<file path="src/logic/opsel_map.svh">
`ifndef OPSEL_MAP_SVH
`define OPSEL_MAP_SVH

// ----------------------------------------------------------------
// register offsets
// ----------------------------------------------------------------
`define OPSEL_ADDR_W        5
`define OPSEL_DATA_W        24
`define OPSEL_CFG_ADDR      5'h0f
`define OPSEL_STATUS_ADDR   5'h12

// ----------------------------------------------------------------
// configuration fields and reset value
// ----------------------------------------------------------------
`define OPSEL_CFG_RESET     24'h000001
`define OPSEL_SEL_MSB       4
`define OPSEL_SEL_LSB       0
`define OPSEL_TEST_BIT      5
`define OPSEL_FORCE_BIT     6
`define OPSEL_HOLD_BIT      7
`define OPSEL_PFET_BIT      8
`define OPSEL_NFET_BIT      9
`define OPSEL_CFG_USED_MSB  9

// ----------------------------------------------------------------
// status fields
// ----------------------------------------------------------------
`define OPSEL_STAT_SEL_BIT  0
`define OPSEL_STAT_LOCK_BIT 1

// ----------------------------------------------------------------
// selection codes with special meaning
// ----------------------------------------------------------------
`define OPSEL_CODE_TEST     5'h00
`define OPSEL_CODE_LOCK     5'h01
`define OPSEL_CODE_RSVD_A   5'h03
`define OPSEL_CODE_RSVD_B   5'h07
`define OPSEL_CODE_UNUSED_LO 5'h1a
`define OPSEL_CODE_UNUSED_HI 5'h1d
`define OPSEL_NUM_SRC       32

`endif

</file>
<file path="src/logic/opsel_pkg.sv">
package opsel_pkg;

    typedef logic [4:0]  opsel_code_t;
    typedef logic [23:0] opsel_word_t;
    typedef logic [31:0] opsel_src_t;

    // who owns the shared pin
    typedef enum logic [2:0] {
        OPSEL_PIN_OFF  = 3'b001,
        OPSEL_PIN_READ = 3'b010,
        OPSEL_PIN_HOLD = 3'b100
    } opsel_pin_state_t;

endpackage : opsel_pkg

</file>
<file path="src/logic/opsel_sel_if.sv">
`timescale 1ns/1ps
interface opsel_sel_if;
    import opsel_pkg::*;

    opsel_code_t code;
    logic        test_level;
    opsel_src_t  sources;
    logic        selected;

    modport ctrl (output code, output test_level, output sources,
                  input selected);
    modport mux  (input code, input test_level, input sources,
                  output selected);
endinterface : opsel_sel_if

</file>
<file path="src/logic/opsel_selector.sv">
`timescale 1ns/1ps
`include "opsel_map.svh"

module opsel_selector (
    opsel_sel_if.mux sel
);
    import opsel_pkg::*;

    // reserved and unused codes deliver a quiet low level
    function automatic logic opsel_code_live(input opsel_code_t c);
        logic live;
        live = 1'b1;
        if (c == `OPSEL_CODE_RSVD_A || c == `OPSEL_CODE_RSVD_B)
            live = 1'b0;
        if (c >= `OPSEL_CODE_UNUSED_LO && c <= `OPSEL_CODE_UNUSED_HI)
            live = 1'b0;
        return live;
    endfunction : opsel_code_live

    always_comb begin
        if (sel.code == `OPSEL_CODE_TEST) begin
            sel.selected = sel.test_level;
        end else if (opsel_code_live(sel.code)) begin
            // sources are wired in code order, 1..25 except 3 and 7, 30, 31
            sel.selected = sel.sources[sel.code];
        end else begin
            sel.selected = 1'b0;
        end
    end

endmodule : opsel_selector

</file>
<file path="src/logic/opsel_pin_mux.sv">
`timescale 1ns/1ps
`include "opsel_map.svh"
// Behaviour
// - after reset the pin driver is off except during reads sent here.
// - hold bit 7 keeps the pin driven, else it drives only in reads.
// - the host sets hold bit 7 to watch a signal, giving up sharing.
// - bits 4:0 pick the signal for the pin and reset to 1, lock.
// - code 0 puts the software test level of bit 5 on the pin.
// - codes 1 to 12, less reserved 3 and 7, route lock, window, slip pulls, refs and clocks.
// - codes 13 to 25 route aux serial, detector, strobes and resets.
// - codes 26 to 29 are unused, 30 is buffer enable, 31 soft reset.
// - force bit 6 shows only the signal, else read data is muxed in.
// - a read-only status word shows the signal in bit 0, lock in 1.

module opsel_pin_mux (
    // clock and reset
    input  wire logic                 core_clk_i,
    input  wire logic                 resetn_i,
    // register access from the serial port core
    input  wire logic                 reg_wr_i,
    input  wire logic [4:0]           reg_addr_i,
    input  wire opsel_pkg::opsel_word_t reg_wdata_i,
    output logic                      reg_rdata_valid_o,
    output opsel_pkg::opsel_word_t    reg_rdata_o,
    // serial read in progress, same clock
    input  wire logic                 spi_rd_active_i,
    input  wire logic                 spi_rd_data_i,
    // internal signals by code, asynchronous to this clock
    input  wire opsel_pkg::opsel_src_t sig_src_i,
    // shared pin
    output logic                      lock_readback_pin_o,
    output logic                      lock_readback_pin_oe_o,
    // driver trim bits
    output logic                      pullup_transistor_off_o,
    output logic                      pulldown_transistor_off_o
);
    import opsel_pkg::*;

    // ----------------------------------------------------------------
    // source synchronisers
    // ----------------------------------------------------------------
    opsel_src_t sync1_q;
    opsel_src_t sync2_q;
    opsel_src_t sync1_d;
    opsel_src_t sync2_d;

    // other clock domains: two flops before any logic sees a source
    // source 0 is never read: the test level stands in for it
    genvar gi;
    generate
        for (gi = 0; gi < `OPSEL_NUM_SRC; gi++) begin : g_sync
            always_comb begin
                sync1_d[gi] = sig_src_i[gi];
                sync2_d[gi] = sync1_q[gi];
            end
        end
    endgenerate

    always_ff @(posedge core_clk_i or negedge resetn_i) begin
        if (!resetn_i) begin
            sync1_q <= '0;
            sync2_q <= '0;
        end else begin
            sync1_q <= sync1_d;
            sync2_q <= sync2_d;
        end
    end

    // ----------------------------------------------------------------
    // configuration register
    // ----------------------------------------------------------------
    opsel_word_t cfg_q;
    opsel_word_t cfg_d;

    always_comb begin
        cfg_d = cfg_q;
        if (reg_wr_i && reg_addr_i == `OPSEL_CFG_ADDR)
            cfg_d = reg_wdata_i;
    end

    always_ff @(posedge core_clk_i or negedge resetn_i) begin
        if (!resetn_i)
            cfg_q <= `OPSEL_CFG_RESET;
        else
            cfg_q <= cfg_d;
    end

    // bits 23:10 are kept only so that a read returns what was written
    logic cfg_force;
    logic cfg_hold;
    assign cfg_force = cfg_q[`OPSEL_FORCE_BIT];
    assign cfg_hold  = cfg_q[`OPSEL_HOLD_BIT];

    // ----------------------------------------------------------------
    // signal selection
    // ----------------------------------------------------------------
    opsel_sel_if sel_bus ();

    assign sel_bus.code       = cfg_q[`OPSEL_SEL_MSB:`OPSEL_SEL_LSB];
    assign sel_bus.test_level = cfg_q[`OPSEL_TEST_BIT];
    assign sel_bus.sources    = sync2_q;

    opsel_selector u_selector (
        .sel (sel_bus.mux)
    );

    // ----------------------------------------------------------------
    // pin ownership
    // ----------------------------------------------------------------
    opsel_pin_state_t pin_state_q;
    opsel_pin_state_t pin_state_d;
    logic             pin_q;
    logic             pin_d;
    logic             pin_oe_q;
    logic             pin_oe_d;

    always_comb begin
        case (pin_state_q)
            OPSEL_PIN_OFF, OPSEL_PIN_READ, OPSEL_PIN_HOLD: begin
                if (spi_rd_active_i)
                    pin_state_d = OPSEL_PIN_READ;
                else if (cfg_hold)
                    pin_state_d = OPSEL_PIN_HOLD;
                else
                    pin_state_d = OPSEL_PIN_OFF;
            end
            default: pin_state_d = OPSEL_PIN_OFF;
        endcase
    end

    always_comb begin
        pin_oe_d = (pin_state_d != OPSEL_PIN_OFF);
        // read data wins for the whole read unless forced off
        // data flop runs with the driver off: no stale bit when it turns on
        if (pin_state_d == OPSEL_PIN_READ && !cfg_force) begin
            pin_d = spi_rd_data_i;
        end else begin
            pin_d = sel_bus.selected;
        end
    end

    always_ff @(posedge core_clk_i or negedge resetn_i) begin
        if (!resetn_i) begin
            pin_state_q <= OPSEL_PIN_OFF;
            pin_q       <= 1'b0;
            pin_oe_q    <= 1'b0;
        end else begin
            pin_state_q <= pin_state_d;
            pin_q       <= pin_d;
            pin_oe_q    <= pin_oe_d;
        end
    end

    // ----------------------------------------------------------------
    // register read back
    // ----------------------------------------------------------------
    opsel_word_t rdata_q;
    opsel_word_t rdata_d;
    logic        rvalid_q;
    logic        rvalid_d;

    // status uses synced state only, so a read never sees a metastable bit
    always_comb begin
        rdata_d  = '0;
        rvalid_d = 1'b1;
        case (reg_addr_i)
            `OPSEL_CFG_ADDR: rdata_d = cfg_q;
            `OPSEL_STATUS_ADDR: begin
                rdata_d[`OPSEL_STAT_SEL_BIT]  = sel_bus.selected;
                rdata_d[`OPSEL_STAT_LOCK_BIT] =
                    sync2_q[`OPSEL_CODE_LOCK];
            end
            // other offsets belong to other blocks
            default: rvalid_d = 1'b0;
        endcase
    end

    always_ff @(posedge core_clk_i or negedge resetn_i) begin
        if (!resetn_i) begin
            rdata_q  <= '0;
            rvalid_q <= 1'b0;
        end else begin
            rdata_q  <= rdata_d;
            rvalid_q <= rvalid_d;
        end
    end

    // ----------------------------------------------------------------
    // outputs
    // ----------------------------------------------------------------
    logic pfet_q;
    logic pfet_d;
    logic nfet_q;
    logic nfet_d;

    // taken from the next config value so trim and register change together
    always_comb begin
        pfet_d = cfg_d[`OPSEL_PFET_BIT];
        nfet_d = cfg_d[`OPSEL_NFET_BIT];
    end

    always_ff @(posedge core_clk_i or negedge resetn_i) begin
        if (!resetn_i) begin
            pfet_q <= 1'b0;
            nfet_q <= 1'b0;
        end else begin
            pfet_q <= pfet_d;
            nfet_q <= nfet_d;
        end
    end

    assign lock_readback_pin_o       = pin_q;
    assign lock_readback_pin_oe_o    = pin_oe_q;
    assign reg_rdata_o               = rdata_q;
    assign reg_rdata_valid_o         = rvalid_q;
    assign pullup_transistor_off_o   = pfet_q;
    assign pulldown_transistor_off_o = nfet_q;

endmodule : opsel_pin_mux

</file>
<file path="config.mk">
export PLATFORM = sky130hd
export DESIGN_NAME = opsel_pin_mux
export DESIGN_NICKNAME = d
export VERILOG_FILES = /design/src/logic/opsel_pkg.sv /design/src/logic/opsel_sel_if.sv /design/src/logic/opsel_selector.sv /design/src/logic/opsel_pin_mux.sv
export VERILOG_INCLUDE_DIRS = /design/src /design/src/logic
export SDC_FILE = /design/constraint.sdc
export NUM_CORES = 1
export LEC_CHECK = 0
export ABC_AREA = 1
export BUFFER_PORTS_ARGS = -buffer_cell sky130_fd_sc_hd__buf_2
export CORE_MARGIN = 1.5
export CORE_UTILIZATION = 47
export CTS_CLUSTER_DIAMETER = 120
export DETAILED_ROUTE_END_ITERATION = 16
export PLACE_DENSITY = 0.86
export SETUP_SLACK_MARGIN = 0.4
export SYNTH_ARGS = -nofsm -noshare
export SYNTH_HDL_FRONTEND = slang
export SYNTH_SLANG_ARGS = --single-unit
export TNS_END_PERCENT = 10
</file>
<file path="constraint.sdc">
create_clock -name core_clk_i -period 1.5 [get_ports core_clk_i]
set_clock_uncertainty 0.15 [all_clocks]
set_input_delay 0.075 -clock core_clk_i [delete_from_list [all_inputs] [get_ports core_clk_i]]
set_output_delay 0.075 -clock core_clk_i [all_outputs]
set_load 0.1 [all_outputs]
</file>
==> results.md, run 1 <==
- The flow ran to the end, but the final reports show violations.
- The checks that failed: hold timing, setup timing.
- The number of rows in the core area is 33.
- The wire length of the first global-routing pass is 15,600 µm.
- At the later pin of the worst-skew pair, clock insertion delay measures 510 ps.
- In the detailed route, the total length drawn on met2 is 5990 µm.
- The number of hold violations in the final report is 23.
- No sink is reached through more buffers than the 2 on the longest clock path.
- Measured against the total synthesized area, the mux share comes to 0%.
- The number of cells traversed by the worst register-to-register path is 10.
- The detailed router's first-iteration violation count is 154.
- The clock net in this run drives a total of 118 sinks.
- The vias per cell is 4.87.
- The share of the synthesized netlist area taken by xor and xnor gates is 0%.
- The post-DP HPWL is 5230 µm.
- The total leakage power is 3.39 nW.
- The capturing point of the worst reg2reg path is reg_rdata_o[0].
- Summing the sequential cell areas from Yosys gives 72.5% of the chip area.
- The critical path start-end classification is reg2reg.
- The final layout contains routed wiring with a total length of 10,900 µm.
- The largest fanout on the critical path is 8.
- The class of the worst hold path is in2async.
- In the post-route analysis, the smallest setup slack over all paths is -400 ps.
- The synthesized design spends more area on one cell type than any other, namely sky130_fd_sc_hd__dfrtp_1.
- The number of pins exceeding their max-slew limit in the final report came to 0.
- The post-synthesis cell area is 0.00407 mm².
- The total length of routed met3 wires is 460 µm.
- The startpoint of the most critical register-to-register path is cfg_q[0].
- The relative area change from synthesis to final layout is 65.8%.
- The count of buffer and inverter cells on the critical path is 1.
- The cell count after placement is 561.
- The layout net count is 617.
- Summing all non-filler instances in the final layout gives an area of 0.00675 mm².
- The post-synthesis simple-gate area fraction is 15.2%.
- The delay of the slowest critical-path stage is 600 ps.
- Sorting the synthesized cells by area gives the leading types as sky130_fd_sc_hd__dfrtp_1, sky130_fd_sc_hd__nor2_1, sky130_fd_sc_hd__nand2_1.
- The tightest hold path in the finished design has a slack of -113 ps.
- The slowest stage of the critical path belongs to the cell sky130_fd_sc_hd__dfstp_2.
- Counting I/O delays and the setup requirement, the final critical path takes 1900 ps.
- The headroom to the max-slew limit is 72.1%.
- A synthesized cell averages 11.6 µm².
- Summing the areas of all compound-gate instances in the mapped netlist gives 5.44% of the synthesized area.
- The floorplan core area is 0.00830 mm².
- The area after detailed placement is 0.00480 mm².
- Before antenna repair, the detailed router went through 4 iterations.
- In the post-synthesis netlist, the cell with the most instances is sky130_fd_sc_hd__dfrtp_1.
- Summed over all failing endpoints, the final setup total negative slack is -770 ps.
- The synthesized flop and latch total is 118.
- The repair_antennas step left the layout with diodes totalling 0.
- The worst-margin pin slew is 415 ps.
- The number of nets with antenna violations after detailed routing is 0.
- The number of nets in the synthesized netlist is 417.
- The category of the worst setup path launch point is a register.
- The number of distinct library cells after synthesis is 24.
- Setup repair after global routing could not meet its margin everywhere.
- The data required time of the critical path is 1740 ps.
- The total vias in the final route is 3,247.
- The quantity of I/O buffers inserted on ports is 94.
- In this run the number of H-tree levels came out at 4.
- In this run the power density over the cells is 1390 mW/mm².
- After clock tree synthesis, the clock-pin slew on the worst setup and hold paths is 60 ps.
- Global routing consumed, over all layers together, 23.6% of the routing resources.
- In the final routed layout, each cell accounts on average for 16.4 µm.
- For this design the top-level I/O count stands at 95.
- For this run, the number of Yosys warnings is 0.
- The final instance count without filler cells is 667.
- The portion of synthesized cell area occupied by the leading cell type is 71.3%.
- The height of the chip is 96.1 µm.
- The maximum number of pins on one net before global-route repair is 49.
- In this run the top signal layer used is met4.
- The die covers 0.00924 mm².
- The TritonCTS clock tree is built.
- The largest family of logic cells by synthesized area is simple AND/OR/NAND/NOR gates.
- The worst path arrival time is 2140 ps.
- The async set-or-reset flop fraction in the synthesized netlist is 100%.
- The kind of cell with the highest combined delay along the critical path is simple AND/OR/NAND/NOR gates.
- The critical path capture point type is a register.
- Across the run, the number of max-cap violations was 0.
- The tree is rooted in a sky130_fd_sc_hd__clkbuf_8.
- The worst setup slack for register-to-register paths is -400 ps.
- For this run the aggregate overflow at the end of global routing stands at 0.
- The peak clock frequency supported by timing is 526 MHz.
- In this run, CTS created clock tree buffers numbering 17.
- The synthesized instance count is 351.
- The detailed-routing wirelength on met1 is 4130 µm.
- The proportion of layout cells with a drive suffix above 1 is 41.5%.
- The signal on the critical path passes through clkinv_4 -> or2_1 -> a21oi_1 -> nand2_1 -> nand2_2 -> nand2_2 -> nand3_2 -> nand2_2 -> nand2_2 -> nand2_2.
- The number of global-route vias before repair is 3,315.
- The final number of setup-violating endpoints is 2.
- Dividing the final minimum period by the clock period gives 127%.
- The placer's final routability congestion estimate is 0.996.
- The initial antenna violation count is 0.
- Counting stages on the worst path, the most repeated cell is sky130_fd_sc_hd__nand2_2.
- The remaining routing DRC violations is 0.
- The adder-cell area share of the yosys netlist is 0%.
- The most used flip-flop cell after synthesis is sky130_fd_sc_hd__dfrtp_1.
- The commonest cells after synthesis are sky130_fd_sc_hd__dfrtp_1, sky130_fd_sc_hd__nor2_1, sky130_fd_sc_hd__nand2_1.
- For this configuration, the core starts out at a cell density of 49.1%.
- The horizontal extent of the die is 96.1 µm.
- Across the VDD grid, the largest voltage drop is 0.909 mV.
- Yosys mapped a number of flops with a built-in enable equal to 0.
sequential cells by signal (all words and copies together), names as in the netlist:
register                cells
cfg_q                      24
lock_readback_pin_o         1
lock_readback_pin_oe_o      1
pin_state_q                 3
reg_rdata_o                24
reg_rdata_valid_o           1
sel_bus.sources            32
sync1_q                    32
report_power, final:
part,internal [W],switching [W],total [W]
registers,0.00350,0.000176,0.00367
clock network,0.00242,0.00131,0.00372
logic,0.000850,0.00116,0.00201
logic make-up after synthesis:
logic type,count (synthesis)
compound gates,29
buf+inv,59
flops,118
simple gates,145
worst max path at each step:
stage,end,depth (start not counted),start
after floorplan,reg_rdata_o[0],12,cfg_q[0]
after global placement,lock_readback_pin_o,12,cfg_q[0]
after detailed placement,reg_rdata_o[0],11,cfg_q[0]
after CTS,lock_readback_pin_o,12,cfg_q[0]
after global routing,reg_rdata_o[0],12,cfg_q[0]
final,reg_rdata_o[0],10,cfg_q[0]
final cells by class:
type | count | area, µm²
flip-flops and latches | 118 | 2970
inverters | 48 | 189
fillers | 412 | 1550
clock inverters | 9 | 104
clock buffers | 21 | 449
multi-input cells | 174 | 987
repair buffers | 192 | 1930
well taps | 105 | 131
stage by stage:
step	total power [W]	setup slack (ps)	util, %
floorplan	0.00461	-23.3	-
global placement	0.00498	-132	57.9
detailed placement	0.00503	-212	57.9
CTS	0.00916	-219	78.4
global route	0.00980	-479	81.4
finish	0.00941	-400	81.4
timing repair:
item,in CTS,in global routing
hold buffers,65,4
cloned,0,5
pin swaps,10,26
endpoints found under the hold margin,182,25
setup endpoints to repair,37,83
buffers inserted,4,3
gates resized for setup,129,47
routing by layer:
| layer | vias up | GRT usage, % |
|---|---|---|
| li1 | 1471 | - |
| met4 | 0 | 10.2 |
| met2 | 138 | 41.8 |
| met5 | - | 0 |
| met3 | 34 | 6.24 |
| met1 | 1604 | 26.7 |
layout by cell type, fill, tap and decap left out, types with 2 or more instances in the layout:
master / instances
sky130_fd_sc_hd__dfstp_2: 2
sky130_fd_sc_hd__clkbuf_1: 2
sky130_fd_sc_hd__clkbuf_16: 18
sky130_fd_sc_hd__inv_1: 42
sky130_fd_sc_hd__nand3_1: 6
sky130_fd_sc_hd__dfrtp_4: 2
sky130_fd_sc_hd__nor4_1: 2
sky130_fd_sc_hd__clkinvlp_4: 2
sky130_fd_sc_hd__nor2_2: 7
sky130_fd_sc_hd__nand3_2: 10
sky130_fd_sc_hd__nor2_4: 4
sky130_fd_sc_hd__buf_2: 64
sky130_fd_sc_hd__a21oi_2: 21
sky130_fd_sc_hd__buf_12: 33
sky130_fd_sc_hd__nor3_1: 2
sky130_fd_sc_hd__buf_4: 20
sky130_fd_sc_hd__dfrtp_2: 2
sky130_fd_sc_hd__clkinv_2: 5
sky130_fd_sc_hd__buf_6: 8
sky130_fd_sc_hd__a21oi_1: 5
sky130_fd_sc_hd__dfrtp_1: 112
sky130_fd_sc_hd__bufinv_16: 2
sky130_fd_sc_hd__clkinv_4: 2
sky130_fd_sc_hd__nand2_2: 18
sky130_fd_sc_hd__clkbuf_8: 3
sky130_fd_sc_hd__inv_2: 3
sky130_fd_sc_hd__dlygate4sd3_1: 64
sky130_fd_sc_hd__nor2_1: 55
sky130_fd_sc_hd__or2_1: 2
sky130_fd_sc_hd__nand2_1: 34
(Power assumes the default switching activity.)
==> run 2, diff against run 1 <==
--- a/config.mk
+++ b/config.mk
@@ -6,12 +6,13 @@
 export SDC_FILE = /design/constraint.sdc
 export NUM_CORES = 1
 export LEC_CHECK = 0
-export ABC_AREA = 1
+export ABC_AREA = 0
 export BUFFER_PORTS_ARGS = -buffer_cell sky130_fd_sc_hd__buf_2
 export CORE_MARGIN = 1.5
-export CORE_UTILIZATION = 47
+export CORE_UTILIZATION = 46
 export CTS_CLUSTER_DIAMETER = 120
 export DETAILED_ROUTE_END_ITERATION = 16
+export HOLD_SLACK_MARGIN = 0.03
 export PLACE_DENSITY = 0.86
 export SETUP_SLACK_MARGIN = 0.4
 export SYNTH_ARGS = -nofsm -noshare
==> run 2 against run 1 <==
  * The run ends with setup timing left
  * Count of clock-buffer cells in the layout down 12
  * Cell count fell by 28%
  * Sequential cell count is 12 lower
  * Combinational power fell by 29%
  * Synthesized cell count fell by 39%
  * Sequential share of layout area rose by 4.9 points
  * Fmax fell by 0.49%
  * Area after synthesis shrank 14%
  * Critical path type unchanged
  * Critical endpoint is now lock_readback_pin_o
  * Largest cell class unchanged
==> results.md, run 2 <==
- The number of cells traversed by the worst register-to-register path is 5 (was 10).
- The post-layout worst setup margin is -410 ps (was -400 ps).
- The number of search-and-repair iterations in the first detailed-routing pass is 4 (unchanged).
- The number of synthesized flops with an enable pin is 0 (unchanged).
- The vias per cell is 4.62 (was 4.87).
- The I/O pin count was 95 (unchanged).
- The insertion delay to the later sink of the worst-skew pair came to 370 ps (was 510 ps).
- The warning count from the yosys run came to 0 (unchanged).
- The number of inserted diodes is 0 (unchanged).
- The maximum number of pins on one net before global-route repair was 37 (was 49).
- The post-synthesis area per instance is 16.4 µm² (was 11.6 µm²).
- Largest cells by area after synthesis: sky130_fd_sc_hd__dfrtp_1, sky130_fd_sc_hd__mux2_2, sky130_fd_sc_hd__and2_1 (was sky130_fd_sc_hd__dfrtp_1, sky130_fd_sc_hd__nor2_1, sky130_fd_sc_hd__nand2_1).
- The height of the chip was 90.2 µm (was 96.1 µm).
- The max-capacitance violation count is 0 (unchanged).
- The post-DP HPWL is 4350 µm (was 5230 µm).
- The fraction of the cycle the final worst path needs is 127% (about the same).
- The portion of synthesized cell area occupied by the leading cell type is 74.4% (was 71.3%).
- The critical-path cell with the highest stage delay was sky130_fd_sc_hd__dfstp_2 (unchanged).
- The total leakage power is 2.58 nW (was 3.39 nW).
- The die area is 0.00813 mm² (was 0.00924 mm²).
- Post-synth top cells: sky130_fd_sc_hd__dfrtp_1, sky130_fd_sc_hd__mux2_2, sky130_fd_sc_hd__and2_1 (was sky130_fd_sc_hd__dfrtp_1, sky130_fd_sc_hd__nor2_1, sky130_fd_sc_hd__nand2_1).
- The number of buffers on the longest clock path is 2 (unchanged).
- The headroom to the max-slew limit is 70.4% (was 72.1%).
- The commonest non-fill, non-tap cell in the layout was sky130_fd_sc_hd__dfrtp_1 (unchanged).
- The total track usage is 19.4% (was 23.6%).
- The routed wirelength normalized by instance count is 15.2 µm (was 16.4 µm).
- The async set-or-reset flop fraction in the synthesized netlist was 100% (unchanged).
- The capture point of the critical path is lock_readback_pin_o (was reg_rdata_o[0]).
- The quantity of I/O buffers inserted on ports is 88 (was 94).
- The cell area power density came to 1170 mW/mm² (was 1390 mW/mm²).
- Unrepaired setup endpoints after global routing: true (unchanged).
- The synthesized instance count is 213 (was 351).
- The sum of overflow across all layers after global routing is 0 (unchanged).
- The share of synthesized area occupied by flip-flops and latches is 75.9% (was 72.5%).
- The detailed router's first-iteration violation count came to 105 (was 154).
- The H-tree level count is 3 (was 4).
- Violations in the final reports: setup timing (was hold timing, setup timing).
- The number of nets with antenna violations after detailed routing came to 0 (unchanged).
- The critical path start-end classification was reg2reg (unchanged).
- The library cell with the highest instance count after synthesis was sky130_fd_sc_hd__dfrtp_1 (unchanged).
- The startpoint of the most critical register-to-register path is cfg_q[0] (unchanged).
- The placer's final routability congestion estimate came to 0.813 (was 0.996).
- The total vias in the final route is 2,224 (was 3,247).
- The critical path launch point is cfg_q[0] (unchanged).
- Run status: complete, but fails checks (unchanged).
- The floorplan core area was 0.00729 mm² (was 0.00830 mm²).
- The cell area after layout was 0.00546 mm² (was 0.00675 mm²).
- The area after detailed placement was 0.00418 mm² (was 0.00480 mm²).
- The core utilization of the finished layout is 74.8% (was 81.4%).
- The worst supply voltage drop on vdd is 0.899 mV (was 0.909 mV).
- The synthesized flop and latch total came to 106 (was 118).
- The most used flip-flop cell after synthesis is sky130_fd_sc_hd__dfrtp_1 (unchanged).
- The number of pins exceeding their max-slew limit in the final report is 0 (unchanged).
- The number of distinct library cells after synthesis is 32 (was 24).
- The category of the worst setup path launch point is a register (unchanged).
- The worst setup slack for register-to-register paths is -410 ps (was -400 ps).
- The clock-pin slew of the registers on the worst-case setup and hold paths was 100 ps (was 60 ps).
- The class of the worst hold path is in2async (unchanged).
- The delay of the slowest critical-path stage is 610 ps (was 600 ps).
- The number of clock buffers inserted by TritonCTS came to 9 (was 17).
- The layout net count was 443 (was 617).
- The relative area change from synthesis to final layout is 56.0% (was 65.8%).
- The total nets after synthesis is 279 (was 417).
- The number of global-route vias before repair came to 2,434 (was 3,315).
- The clock sink count came to 106 (was 118).
- The worst setup timing slack at the placement stage is -396 ps (was -212 ps).
- The worst path arrival time was 2020 ps (was 2140 ps).
- The minimum period implied by the final worst setup slack is 1910 ps (was 1900 ps).
- The horizontal extent of the die came to 90.2 µm (was 96.1 µm).
- The number of rows in the core area is 31 (was 33).
- The critical path capture point type is a register (unchanged).
- The effective utilization at floorplan was 48.0% (was 49.1%).
- The TritonCTS clock tree was built (unchanged).
- The remaining routing DRC violations is 0 (unchanged).
- The initial antenna violation count came to 0 (unchanged).
- The final wirelength is 7330 µm (was 10,900 µm).
- The number of hold violations in the final report is 0 (was 23).
- List of cells traversed by the critical path: mux2_4 -> a31oi_4 -> o32a_1 -> nand4_1 -> mux2_2 (was clkinv_4 -> or2_1 -> a21oi_1 -> nand2_1 -> nand2_2 -> nand2_2 -> nand3_2 -> nand2_2 -> nand2_2 -> nand2_2).
- The proportion of layout cells with a drive suffix above 1 is 41.9% (was 41.5%).
- The largest fanout on the critical path came to 4 (was 8).
- Top library cells by usage in the layout, fill and taps aside: sky130_fd_sc_hd__dfrtp_1, sky130_fd_sc_hd__buf_2, sky130_fd_sc_hd__dlygate4sd3_1 (was sky130_fd_sc_hd__dfrtp_1, sky130_fd_sc_hd__dlygate4sd3_1, sky130_fd_sc_hd__buf_2).
- The top cell type by total area after synthesis is sky130_fd_sc_hd__dfrtp_1 (unchanged).
- The final sum of negative setup slack is -734 ps (was -770 ps).
- The post-synthesis cell area was 0.00350 mm² (was 0.00407 mm²).
- The peak clock frequency supported by timing came to 524 MHz (was 526 MHz).
- The worst-margin pin slew is 444 ps (was 415 ps).
- The data required time of the critical path came to 1610 ps (was 1740 ps).
- The final number of setup-violating endpoints is 2 (unchanged).
- The wire length of the first global-routing pass is 11,900 µm (was 15,600 µm).
- The library cell used as clock root buffer is sky130_fd_sc_hd__clkbuf_8 (unchanged).
- The capturing point of the worst reg2reg path is lock_readback_pin_o (was reg_rdata_o[0]).
run 2: cell types whose count changed in the layout (fill, tap and decap cells not counted), sizes merged, moves of 22 or more:
cell,change
a21oi,-22
nor2,-63
and2,+24
inv,-40
mux2,+26
nand2,-50
run 2: worst max-delay path, delay by kind of cell, from the launching register on:
kind	cells	cell delay, ps
multiplexers	2	630
AND/OR/NAND/NOR	1	120
flip-flops	1	610
AO/OA/AOI/OAI	2	290
run 2: layer usage:
metal  global-route usage [%]  routed length (µm)  up-vias
met5                        0                   0        -
met4                     7.28                 124        0
met3                     4.15                 276       12
met2                     37.1                4320       64
met1                     20.6                2610     1099
li1                         -                   -     1049
run 2: worst min path at each step:
stage | end | depth (start not counted) | startpoint
6_report | reg_rdata_o[18] | 2 | resetn_i
3_5_place_dp | cfg_q[8] | 1 | resetn_i
5_1_grt | reg_rdata_o[1] | 3 | reg_addr_i[0]
2_1_floorplan | cfg_q[10] | 0 | resetn_i
3_3_place_gp | cfg_q[8] | 1 | resetn_i
4_1_cts | reg_rdata_o[18] | 2 | resetn_i
run 2: per-stage QoR:
stage                     instances  power [W]  hold slack, ps
final                           481    0.00641            47.6
after global routing            481    0.00670            70.2
after CTS                       481    0.00638            40.9
after detailed placement        408    0.00440           -90.3
after global placement          408    0.00435           -97.8
after floorplan                 213    0.00406            -371
run 2: kinds of logic after synthesis:
family / Yosys count / share of synthesized area (%)
AO/OA/AOI/OAI: 16 / 3.11
XOR/XNOR: 1 / 0.250
buffers and inverters: 8 / 1.25
flip-flops: 106 / 75.9
multiplexers: 37 / 11.6
AND/OR/NAND/NOR: 45 / 7.84
run 2: final cells by class:
class / count / area, µm²
clock buffer: 9 / 124
clock inverter: 7 / 66.3
fill: 458 / 1840
inverter: 1 / 3.75
multi-input combinational: 99 / 858
sequential: 106 / 2670
tap: 99 / 124
timing repair buffer: 160 / 1610
run 2: timing repair:
action	4_1_cts	5_1_grt
pin swaps	4	4
resized for setup	126	10
setup buffers	2	0
hold endpoints to repair	161	0
setup endpoints to repair	38	42
hold buffers	55	0
run 2: report_power, final:
part           internal [W]  switching, W
Combinational      0.000722      0.000711
Clock              0.000649       0.00100
Sequential          0.00314      0.000182
